===== config.mk =====
export PLATFORM = sky130hd
export DESIGN_NAME = dsp_mac_slice
export DESIGN_NICKNAME = d
export VERILOG_FILES = /design/src/logic/dsp_mac_pkg.sv /design/src/logic/dsp_mac_slice.sv /design/src/logic/dsp_logic_unit.sv
export SDC_FILE = /design/constraint.sdc
export NUM_CORES = 2
export LEC_CHECK = 0
export BUFFER_PORTS_ARGS = -buffer_cell sky130_fd_sc_hd__buf_4
export CORE_MARGIN = 2
export CORE_UTILIZATION = 40
export DETAILED_ROUTE_END_ITERATION = 10
export SLEW_MARGIN = 20
export SYNTH_ARGS = -nofsm -noshare
export SYNTH_HDL_FRONTEND = slang
export SYNTH_SLANG_ARGS = --single-unit

===== constraint.sdc =====
create_clock -name clock_in -period 28.6 [get_ports clock_in]
set_input_delay 1.43 -clock clock_in [delete_from_list [all_inputs] [get_ports clock_in]]
set_output_delay 1.43 -clock clock_in [all_outputs]
set_load 0.03 [all_outputs]

===== src/logic/dsp_mac_pkg.sv =====
// shared widths, modes and reset values of the multiply-accumulate slice
package dsp_mac_pkg;

    // ------------------------------------------------------------------
    // widths
    // ------------------------------------------------------------------
    localparam int A_W    = 25;
    localparam int B_W    = 18;
    localparam int M_W    = A_W + B_W;
    localparam int P_W    = 48;
    localparam int EXT_W  = P_W - M_W;
    localparam int LANE_W = 12;
    localparam int N_SEG  = P_W / LANE_W;

    // ------------------------------------------------------------------
    // constants
    // ------------------------------------------------------------------
    localparam logic [P_W-1:0] P_RST   = 48'h0;
    localparam logic [P_W-1:0] CNT_ONE = 48'h1;

    // ------------------------------------------------------------------
    // modes
    // ------------------------------------------------------------------
    typedef enum logic [1:0] {SIMD_ONE48, SIMD_TWO24, SIMD_FOUR12} simd_t;
    typedef enum logic [1:0] {ZS_ZERO, ZS_ACC, ZS_CASC, ZS_CREG} zsel_t;
    typedef enum logic [3:0] {
        LF_AND, LF_OR, LF_XOR, LF_XNOR, LF_NAND, LF_NOR,
        LF_X_ANDN_Z, LF_X_ORN_Z, LF_NX_AND_Z, LF_NX_OR_Z
    } logic_fn_t;

    typedef struct packed {
        logic      pre_en;
        logic      pre_sub;
        logic      bypass;
        logic      sub;
        logic      count;
        logic      logic_en;
        simd_t     simd;
        zsel_t     zsel;
        logic_fn_t fn;
    } ctrl_t;

    localparam ctrl_t CTRL_RST = '0;

endpackage


===== src/logic/dsp_mac_slice.sv =====
// multiply-accumulate slice: pre-adder, multiplier, simd alu, pattern detect
//
// What this block does
// - signed 25 by 18 full product
// - 48-bit accumulator adds result each enabled cycle
// - run-time multiplier bypass feeds 48-bit operands
// - simd 48, 2x24, 4x12 lanes, no carry
// - logic unit with ten bitwise functions
// - optional pre-adder ahead of multiplier
// - 48-bit masked pattern detector for rounding
// - detector plus logic unit gives 96-input functions
// - optional pipeline stage and cascade buses
// - accumulator counts up or down per enabled edge
`timescale 1ns/10ps
module dsp_mac_slice (
    input  wire logic                   clock_in,
    input  wire logic                   reset_n_in,
    input  wire logic                   ce_in,
    input  wire logic                   srst_in,
    input  wire logic                   mreg_use_in,
    input  wire logic [24:0]            a_in,
    input  wire logic [24:0]            d_in,
    input  wire logic [17:0]            b_in,
    input  wire logic [47:0]            c_in,
    input  wire logic [47:0]            ab_in,
    input  wire logic [47:0]            pcin_in,
    input  wire logic [47:0]            pattern_in,
    input  wire logic [47:0]            mask_in,
    input  wire logic                   pre_en_in,
    input  wire logic                   pre_sub_in,
    input  wire logic                   bypass_in,
    input  wire logic                   sub_in,
    input  wire logic                   count_in,
    input  wire logic                   logic_en_in,
    input  wire dsp_mac_pkg::simd_t     simd_in,
    input  wire dsp_mac_pkg::zsel_t     zsel_in,
    input  wire dsp_mac_pkg::logic_fn_t logic_fn_in,
    output logic      [47:0]            p_out,
    output logic      [47:0]            pcout_out,
    output logic      [17:0]            bcout_out,
    output logic      [3:0]             carry_out,
    output logic                        pat_match_out,
    output logic                        pat_match_n_out
);

    // ------------------------------------------------------------------
    // functions
    // ------------------------------------------------------------------
    // lane-split add or subtract; carry is cut at each active lane edge
    function automatic logic [51:0] simd_addsub(input logic [47:0] z, input logic [47:0] x,
                                                input logic sub, input dsp_mac_pkg::simd_t md);
        logic [12:0] seg;
        logic [11:0] xs;
        logic        c;
        logic        edge_seg;
        logic [47:0] s;
        logic [3:0]  co;
        int          lo;
        c  = 1'b0;
        s  = dsp_mac_pkg::P_RST;
        co = 4'h0;
        for (int i = 0; i < dsp_mac_pkg::N_SEG; i++) begin
            edge_seg = (i == 0) || (md == dsp_mac_pkg::SIMD_FOUR12) ||
                       ((md == dsp_mac_pkg::SIMD_TWO24) && (i == dsp_mac_pkg::N_SEG / 2));
            if (edge_seg) begin
                c = sub;
            end
            lo  = i * dsp_mac_pkg::LANE_W;
            xs  = sub ? ~x[lo +: dsp_mac_pkg::LANE_W] : x[lo +: dsp_mac_pkg::LANE_W];
            seg = {1'b0, z[lo +: dsp_mac_pkg::LANE_W]} + {1'b0, xs} + {12'h0, c};
            s[lo +: dsp_mac_pkg::LANE_W] = seg[11:0];
            c     = seg[12];
            co[i] = seg[12];
        end
        return {co, s};
    endfunction

    // masked compare, masked bits always match
    function automatic logic pat_hit(input logic [47:0] v, input logic [47:0] pat,
                                     input logic [47:0] msk);
        return &(~(v ^ pat) | msk);
    endfunction

    // ------------------------------------------------------------------
    // input stage
    // ------------------------------------------------------------------
    logic [24:0]        a_r, d_r;
    logic [17:0]        b_r;
    logic [47:0]        c_r, ab_r;
    dsp_mac_pkg::ctrl_t s1_ctrl_r, ctrl_in;

    // controls travel with the operands they were presented with
    assign ctrl_in = '{pre_en: pre_en_in, pre_sub: pre_sub_in, bypass: bypass_in,
                       sub: sub_in, count: count_in, logic_en: logic_en_in,
                       simd: simd_in, zsel: zsel_in, fn: logic_fn_in};

    // operand and control capture
    always_ff @(posedge clock_in or negedge reset_n_in) begin
        if (!reset_n_in) begin
            a_r <= '0;
            d_r <= '0;
            b_r <= '0;
            c_r <= dsp_mac_pkg::P_RST;
            ab_r <= dsp_mac_pkg::P_RST;
            s1_ctrl_r <= dsp_mac_pkg::CTRL_RST;
        end else if (srst_in) begin
            a_r <= '0;
            d_r <= '0;
            b_r <= '0;
            c_r <= dsp_mac_pkg::P_RST;
            ab_r <= dsp_mac_pkg::P_RST;
            s1_ctrl_r <= dsp_mac_pkg::CTRL_RST;
        end else if (ce_in) begin
            a_r <= a_in;
            d_r <= d_in;
            b_r <= b_in;
            c_r <= c_in;
            ab_r <= ab_in;
            s1_ctrl_r <= ctrl_in;
        end
    end

    assign bcout_out = b_r;

    // ------------------------------------------------------------------
    // pre-adder and multiplier
    // ------------------------------------------------------------------
    logic [24:0]        pre_sum;
    logic signed [42:0] prod_c;
    logic [42:0]        m_prod_r;
    logic [47:0]        m_ab_r, m_c_r;
    dsp_mac_pkg::ctrl_t m_ctrl_r;

    // pre-adder folds a symmetric tap pair into one product
    assign pre_sum = s1_ctrl_r.pre_en ? (s1_ctrl_r.pre_sub ? d_r - a_r : d_r + a_r)
                                      : a_r;
    assign prod_c  = $signed(pre_sum) * $signed(b_r);

    // optional product pipeline stage
    always_ff @(posedge clock_in or negedge reset_n_in) begin
        if (!reset_n_in) begin
            m_prod_r <= '0;
            m_ab_r <= dsp_mac_pkg::P_RST;
            m_c_r <= dsp_mac_pkg::P_RST;
            m_ctrl_r <= dsp_mac_pkg::CTRL_RST;
        end else if (srst_in) begin
            m_prod_r <= '0;
            m_ab_r <= dsp_mac_pkg::P_RST;
            m_c_r <= dsp_mac_pkg::P_RST;
            m_ctrl_r <= dsp_mac_pkg::CTRL_RST;
        end else if (ce_in) begin
            m_prod_r <= prod_c;
            m_ab_r <= ab_r;
            m_c_r <= c_r;
            m_ctrl_r <= s1_ctrl_r;
        end
    end

    // ------------------------------------------------------------------
    // operand selection
    // ------------------------------------------------------------------
    logic [42:0]        ex_prod;
    logic [47:0]        ex_ab, ex_c, ex_x, ex_z;
    dsp_mac_pkg::ctrl_t ex_ctrl;

    // stage used or skipped at run time
    assign ex_prod = mreg_use_in ? m_prod_r : prod_c;
    assign ex_ab   = mreg_use_in ? m_ab_r : ab_r;
    assign ex_c    = mreg_use_in ? m_c_r : c_r;
    assign ex_ctrl = mreg_use_in ? m_ctrl_r : s1_ctrl_r;

    // x operand: count step, bypass word or sign-extended product
    always_comb begin
        if (ex_ctrl.count) begin
            ex_x = dsp_mac_pkg::CNT_ONE;
        end else if (ex_ctrl.bypass) begin
            ex_x = ex_ab;
        end else begin
            ex_x = {{dsp_mac_pkg::EXT_W{ex_prod[42]}}, ex_prod};
        end
    end

    // z operand: zero, own accumulator, cascade in, or c word
    always_comb begin
        case (ex_ctrl.zsel)
            dsp_mac_pkg::ZS_ZERO: ex_z = dsp_mac_pkg::P_RST;
            dsp_mac_pkg::ZS_ACC:  ex_z = p_out;
            dsp_mac_pkg::ZS_CASC: ex_z = pcin_in;
            dsp_mac_pkg::ZS_CREG: ex_z = ex_c;
            default:              ex_z = dsp_mac_pkg::P_RST;
        endcase
    end

    // ------------------------------------------------------------------
    // alu and logic unit
    // ------------------------------------------------------------------
    logic [47:0] lu_res, alu_sum, res;
    logic [3:0]  alu_carry;

    dsp_logic_unit u_logic (
        .x_in    (ex_x),
        .z_in    (ex_z),
        .fn_in   (ex_ctrl.fn),
        .res_out (lu_res)
    );

    assign {alu_carry, alu_sum} = simd_addsub(ex_z, ex_x, ex_ctrl.sub, ex_ctrl.simd);
    assign res = ex_ctrl.logic_en ? lu_res : alu_sum;

    // ------------------------------------------------------------------
    // result register and pattern detector
    // ------------------------------------------------------------------
    // accumulator, lane carries and match flags
    always_ff @(posedge clock_in or negedge reset_n_in) begin
        if (!reset_n_in) begin
            p_out <= dsp_mac_pkg::P_RST;
            carry_out <= 4'h0;
            pat_match_out <= 1'b0;
            pat_match_n_out <= 1'b0;
        end else if (srst_in) begin
            p_out <= dsp_mac_pkg::P_RST;
            carry_out <= 4'h0;
            pat_match_out <= 1'b0;
            pat_match_n_out <= 1'b0;
        end else if (ce_in) begin
            p_out <= res;
            carry_out <= ex_ctrl.logic_en ? 4'h0 : alu_carry;
            pat_match_out <= pat_hit(res, pattern_in, mask_in);
            pat_match_n_out <= pat_hit(res, ~pattern_in, mask_in);
        end
    end

    assign pcout_out = p_out;
endmodule


===== src/logic/dsp_logic_unit.sv =====
// bitwise logic unit selecting one of ten functions of two operands
`timescale 1ns/10ps
module dsp_logic_unit (
    input  wire logic [47:0]           x_in,
    input  wire logic [47:0]           z_in,
    input  wire dsp_mac_pkg::logic_fn_t fn_in,
    output logic      [47:0]           res_out
);

    // function select, unused codes give zero
    always_comb begin
        case (fn_in)
            dsp_mac_pkg::LF_AND:      res_out = x_in & z_in;
            dsp_mac_pkg::LF_OR:       res_out = x_in | z_in;
            dsp_mac_pkg::LF_XOR:      res_out = x_in ^ z_in;
            dsp_mac_pkg::LF_XNOR:     res_out = ~(x_in ^ z_in);
            dsp_mac_pkg::LF_NAND:     res_out = ~(x_in & z_in);
            dsp_mac_pkg::LF_NOR:      res_out = ~(x_in | z_in);
            dsp_mac_pkg::LF_X_ANDN_Z: res_out = x_in & ~z_in;
            dsp_mac_pkg::LF_X_ORN_Z:  res_out = x_in | ~z_in;
            dsp_mac_pkg::LF_NX_AND_Z: res_out = ~x_in & z_in;
            dsp_mac_pkg::LF_NX_OR_Z:  res_out = ~x_in | z_in;
            default:                  res_out = dsp_mac_pkg::P_RST;
        endcase
    end

endmodule


# Word-level counts from Yosys, hierarchy flattened
# Cells that the tools add are included.
dict set report word_totals {
  inputBits 327
  register_bits 383
  n_memories 0
  latch_bits 0
  mem_bits_ro 0
  ram_bits 0
}
dict set report classes {
  n_mul 1
  n_mux 47
  reduce_logical 6
  div 0
  eq_ne 14
  shifts 0
  n_bitwise 23
  magnitude_cmp 0
  n_addsub 10
}
# op count
set ops {}
lappend ops {{$mux W48} 15}
lappend ops {{$pmux W48 S10} 1}
lappend ops {{$not A48 Y48} 8}
lappend ops {{$or A48 B48 Y48} 5}
lappend ops {{$pmux W48 S4} 1}
lappend ops {{$mux W25} 6}
lappend ops {{$and A48 B48 Y48} 3}
lappend ops {{$xor A48 B48 Y48} 3}
lappend ops {{$mux W43} 3}
lappend ops {{$reduce_and A48 Y1} 2}
lappend ops {{$mux W12} 5}
lappend ops {{$mux W14} 4}
lappend ops {{$add A12 B12 Y13} 4}
lappend ops {{$add A13 B1 Y13} 4}
lappend ops {{$not A12 Y12} 4}
lappend ops {{$mul A25 B18 Y43} 1}
lappend ops {{$mux W18} 2}
lappend ops {{$add A25 B25 Y25} 1}
lappend ops {{$sub A25 B25 Y25} 1}
lappend ops {{$eq A4 B3 Y1 const B} 4}
lappend ops {{$mux W4} 3}
lappend ops {{$eq A4 B2 Y1 const B} 2}
lappend ops {{$eq A4 B4 Y1 const B} 2}
lappend ops {{$mux W1} 7}
lappend ops {{other kinds (7)} 10}

# Longest topological paths before layout
dict set report depth {
  word_depth 24
  depth_mapped 71
}

# Hierarchy
# Synthesis repeated with hierarchy kept, for this count alone.
dict set report hier_totals {
  cells_unflattened 5639
  area_unflattened_um2 49015.8
}
# mod n_inst area_each_um2 cells_each
set modules_own_cells {}
lappend modules_own_cells {dsp_mac_slice 1 42090.4 4667}
lappend modules_own_cells {dsp_logic_unit 1 6925.4 972}

# Worst setup path after synthesis
# OpenSTA, ideal clock, no wires.
dict set report synth_timing {
  path_type {flip-flop to flip-flop}
  from {register s1_ctrl_r[12] in the netlist's numbering}
  to {register pat_match_out}
  path_buffers 2
  path_stages_with_launch 67
  arrival_ps 15301
  setup_slack_ps 13233
  period_less_slack_ps 15367
  setup_ps 66
  path_cell_list {dfrtp_1 clkbuf_1 clkbuf_1 mux2i_1 ha_1 nor2b_1 o21ai_0 a21oi_1 o211ai_1 a21boi_0 o21a_1 o21a_1 o21a_1 or3_1 a31oi_1 nor2b_1 fa_1 fa_1 (+31 left out) a21oi_1 o21bai_1 a21o_1 nor2_1 a21oi_1 fa_1 fa_1 a21oi_1 o21ai_0 a21oi_1 mux2i_1 nor2_1 a22oi_1 nand4_1 or4_1 nor4_1 nand4_1 nand2_1}
}
dict set report synth_via {
  elab_chain_cells 23
  elab_cells_between_ends 44
  cone_classes {add/sub: 8; mul: 1; mux: 16; bitwise: 18; reduce/logical: 1}
}
# element line
set synth_rtl {}
lappend synth_rtl {{start, declared} dsp_mac_slice.sv:90} ;# dsp_mac_pkg::ctrl_t s1_ctrl_r, ctrl_in;
lappend synth_rtl {{start signal, assigned} dsp_mac_slice.sv:105} ;# s1_ctrl_r <= dsp_mac_pkg::CTRL_RST;
lappend synth_rtl {{start signal, assigned} dsp_mac_slice.sv:112} ;# s1_ctrl_r <= dsp_mac_pkg::CTRL_RST;
lappend synth_rtl {{start signal, assigned} dsp_mac_slice.sv:119} ;# s1_ctrl_r <= ctrl_in;
lappend synth_rtl {{$mux W25 (*) (2 in series)} dsp_mac_slice.sv:135} ;# assign pre_sum = s1_ctrl_r.pre_en ? (s1_ctrl_r.pre_sub ? d_r - a_r : d_r + a_r)
lappend synth_rtl {{$mul A25 B18 Y43 (*)} dsp_mac_slice.sv:137} ;# assign prod_c = $signed(pre_sum) * $signed(b_r);
lappend synth_rtl {{$mux W43 (*)} dsp_mac_slice.sv:167} ;# assign ex_prod = mreg_use_in ? m_prod_r : prod_c;
lappend synth_rtl {{$mux W48 (*)} dsp_mac_slice.sv:176} ;# end else if (ex_ctrl.bypass) begin
lappend synth_rtl {{$mux W48 (*)} dsp_mac_slice.sv:174} ;# if (ex_ctrl.count) begin
lappend synth_rtl {{$not A12 Y12} dsp_mac_slice.sv:69} ;# xs = sub ? ~x[lo +: dsp_mac_pkg::LANE_W] : x[lo +: dsp_mac_pkg::LANE_W];
lappend synth_rtl {{$mux W12} dsp_mac_slice.sv:69}
lappend synth_rtl {{$add A12 B12 Y13} dsp_mac_slice.sv:70} ;# seg = {1'b0, z[lo +: dsp_mac_pkg::LANE_W]} + {1'b0, xs} + {12'h0, c};
lappend synth_rtl {{(+6 left out)} -}
lappend synth_rtl {{$add A13 B1 Y13} dsp_mac_slice.sv:70}
lappend synth_rtl {{$mux W48 (*)} dsp_mac_slice.sv:208} ;# assign res = ex_ctrl.logic_en ? lu_res : alu_sum;
lappend synth_rtl {{$xor A48 B48 Y48 (*)} dsp_mac_slice.sv:81} ;# return &(~(v ^ pat) | msk);
lappend synth_rtl {{$not A48 Y48 (*)} dsp_mac_slice.sv:81}
lappend synth_rtl {{$or A48 B48 Y48 (*)} dsp_mac_slice.sv:81}
lappend synth_rtl {{$reduce_and A48 Y1 (*)} dsp_mac_slice.sv:81}
lappend synth_rtl {{$mux W1 (*)} dsp_mac_slice.sv:225} ;# end else if (ce_in) begin
lappend synth_rtl {{$mux W1 (*)} dsp_mac_slice.sv:220} ;# end else if (srst_in) begin
lappend synth_rtl {{end signal, assigned} dsp_mac_slice.sv:228} ;# pat_match_out <= pat_hit(res, pattern_in, mask_in);
lappend synth_rtl {{end, declared} dsp_mac_slice.sv:42} ;# output logic pat_match_out,
# Mark *: on every way between the ends. The rest lies on a longest branch, timed or not. The select of a mux whose other input is x is not followed.
# A chain may end at the register's enable or synchronous reset.

# Final worst setup path
# Same ends and word-level chain as after synthesis.

==> results.yml <==
synth:
  async_reset_ff_share_pct: 100
  ys_seq_area_share_pct: 18.9
  syn_area_um2: 50800
  synth_cell_types: 112
  synth_cells: 5829
  avgSynthCellArea_um2: 8.72
  ys_seq_elements: 383
  synth_edf_count: 0
  synth_flop_cell: "dfrtp_1"
  yosysWarnings: 0
  syn-num-nets: 6974
grt:
  grt_pass1_wl_um: 304000
  antenna_found_initial: 22
  grt_pass1_vias: 44484
  grt_overflow: 0
  grt_use_total_pct: 31.5
  grt_max_degree: 152
cts:
  clock_path_buffers: 3
  clockRootBuffer: "clkbuf_16"
  htreeDepth: 2
  clkLatencyLatePin_ps: 660
  numCtsBuffers: 49
  cts.sinks: 383
  ctsResizeCount: 0
  ctsHoldBuffers: 0
  post-cts-setup-buffer-count: 0
  cts_tree: "yes"
  path_clk_slew_ps: 60
drt:
  drc_errors: 0
  vias: 45703
  firstDrtPassIters: 8
  drt-vias-per-instance: 5.89
  post_drt_wl_per_cell_um: 27.0
  final_antenna_net_count: 0
  routed_wl_um: 209000
  drtIter0Drc: 4933
critical_path:
  required_ps: 29180
  worst_path_max_delay_cell: "dfrtp_1"
  path_depth: 66
  path_common_cell: "fa_1"
  worst_ep_arrival_time_ps: 18690
  cp.buffers_inverters: 4
  reg2regPathDepth: 66
  critPathCaptureType: "flip-flop"
  r2r-start: "s1_ctrl_r[12]$_DFFE_PN0P_"
  path_class: "reg -> reg"
  r2r_slack_ps: 10490
  cp-endpoint: "pat_match_out$_DFFE_PN0P_"
  startpoint: "s1_ctrl_r[12]$_DFFE_PN0P_"
  critPathTopFamily: "adder cells"
  critPathMaxStageDelay_ps: 840
  start_kind: "flip-flop"
  worstReg2RegEnd: "pat_match_out$_DFFE_PN0P_"
  critPathMaxFanout: 25
sta:
  max_slew_margin_pct: 13.5
  drv_slew: 0
  tightest_slew_ps: 1300
  clock_skew_ps: 33.7
  fmaxAchievable_mhz: 55.2
  period_share_pct: 63.3
  rsz0062_at_grt: "no"
  setup_tns_ps: 0
  worst_slack_ps: 10490
  finalCriticalPeriod_ps: 18110
  hold_viol: 0
  setup_viol: 0
  fin_hold_ws_ps: 517
floorplanning:
  initial_core_util_pct: 40.4
  core_area_um2: 126000
  die_y_um: 360
  io-pin-count: 447
  rows: 130
  dieArea_um2: 130000
  die_w_um: 360
power:
  power_mw: 3.54
  p_leak_nw: 26.6
  power_density_nw_per_um2: 61.7
  peakVddDrop_uv: 51.7
finish:
  layout_common_cells: "628 x nor2_1, 599 x inv_1, 572 x buf_4, 456 x nand2_1, 451 x mux2i_1"
  layout.cells.non_filler: 7762
  layout_commonest_cell: "nor2_1"
  area_growth_pct: 12.8
  final_nets: 7215
  post-route-util_pct: 45.5
  drive_above_1_share_pct: 13.7
  final_cell_area_um2: 57300
place:
  dpl_cell_area_um2: 55600
  place_hpwl_um: 160000
  post-place-ws_ps: 10840
  placedCellCount: 7669
  gp_congestion: 1.06
  io_buffers: 446
worst_hold_path:
  min_path_type: "reg -> reg"
status:
  status: "completed"
flow_run:
  max_cap_violations: 0
-- metal layers --
metal	vias up	track usage, %	routed length (um)
li1	20084	-	-
met1	22884	44.0	90300
met2	2277	46.6	88900
met3	446	7.04	19600
met4	12	13.5	10400
met5	-	0	74
-- worst min-delay path by stage --
stage | from | to | slack, ps | depth (start not counted)
floorplan | m_ab_r[40]$_DFFE_PN0P_ | m_ab_r[40]$_DFFE_PN0P_ | 480 | 2
global placement | pat_match_out$_DFFE_PN0P_ | pat_match_out$_DFFE_PN0P_ | 490 | 2
detailed placement | pat_match_out$_DFFE_PN0P_ | pat_match_out$_DFFE_PN0P_ | 480 | 2
CTS | pat_match_out$_DFFE_PN0P_ | pat_match_out$_DFFE_PN0P_ | 500 | 2
global route | pat_match_out$_DFFE_PN0P_ | pat_match_out$_DFFE_PN0P_ | 530 | 2
finish | pat_match_n_out$_DFFE_PN0P_ | pat_match_n_out$_DFFE_PN0P_ | 520 | 2
-- flip-flops by register name, summed over array words and instances (netlist names), 4 cells and up --
register and cells:
ab_r 48, c_r 48, m_ab_r 48, m_c_r 48, p_out 48, m_prod_r 43, a_r 25, d_r 25
bcout_out 18, s1_ctrl_r 14, m_ctrl_r 12, carry_out 4
-- cell usage after synthesis (40+ instances only) --
library cell / n / area share, %
a211oi_1: 67 / 0.99
a21oi_1: 254 / 2.5
a22oi_1: 40 / 0.59
and2_1: 186 / 2.3
buf_1: 43 / 0.32
buf_2: 58 / 0.57
buf_4: 64 / 0.95
clkbuf_1: 218 / 1.6
dfrtp_1: 383 / 19
fa_1: 449 / 18
ha_1: 369 / 9.1
inv_1: 600 / 4.4
mux2i_1: 456 / 9.0
nand2_1: 456 / 3.4
nand2b_1: 60 / 0.74
nand3_1: 51 / 0.50
nor2_1: 629 / 4.6
nor2b_1: 126 / 1.6
nor3_1: 74 / 0.73
o211ai_1: 44 / 0.65
o21ai_0: 199 / 2.0
o22ai_1: 66 / 0.81
xnor2_1: 159 / 2.7
xor2_1: 98 / 1.7
-- where the power goes --
part | internal [mW] | switching (mW) | leakage [nW]
Combinational | 0.793 | 1.44 | 20.6
Sequential | 0.594 | 0.0673 | 5.14
Clock | 0.369 | 0.270 | 0.807
Total | 1.76 | 1.78 | 26.6
-- cell type report --
type / count / area, um^2
clock inverter: 15 / 208
clock buffer: 70 / 1440
timing repair buffer: 581 / 4430
inverter: 602 / 2260
fill: 12446 / 68600
tap: 1650 / 2060
antenna: 8 / 20.0
multi-input combinational: 4453 / 37300
sequential: 383 / 9590
-- kinds of logic after synthesis --
logic type	synth area share [%]
AOI/OAI and AO/OA	13.9
and+or+nand+nor	17.2
DFF	18.9
buffers and inverters	8.08
adders and majority gates	26.8
muxes	10.7
xor gates and xnor gates	4.43
-- worst register-to-register path: cells and delay by family (launching register included) --
| family | cells | cell delay, ps |
|---|---|---|
| xor+xnor | 3 | 460 |
| fa+ha+maj | 15 | 6740 |
| mux | 5 | 1590 |
| simple gates | 11 | 2330 |
| buf+inv | 4 | 190 |
| flops | 1 | 840 |
| compound gates | 28 | 5910 |
Power figures use the tool's default switching activity.
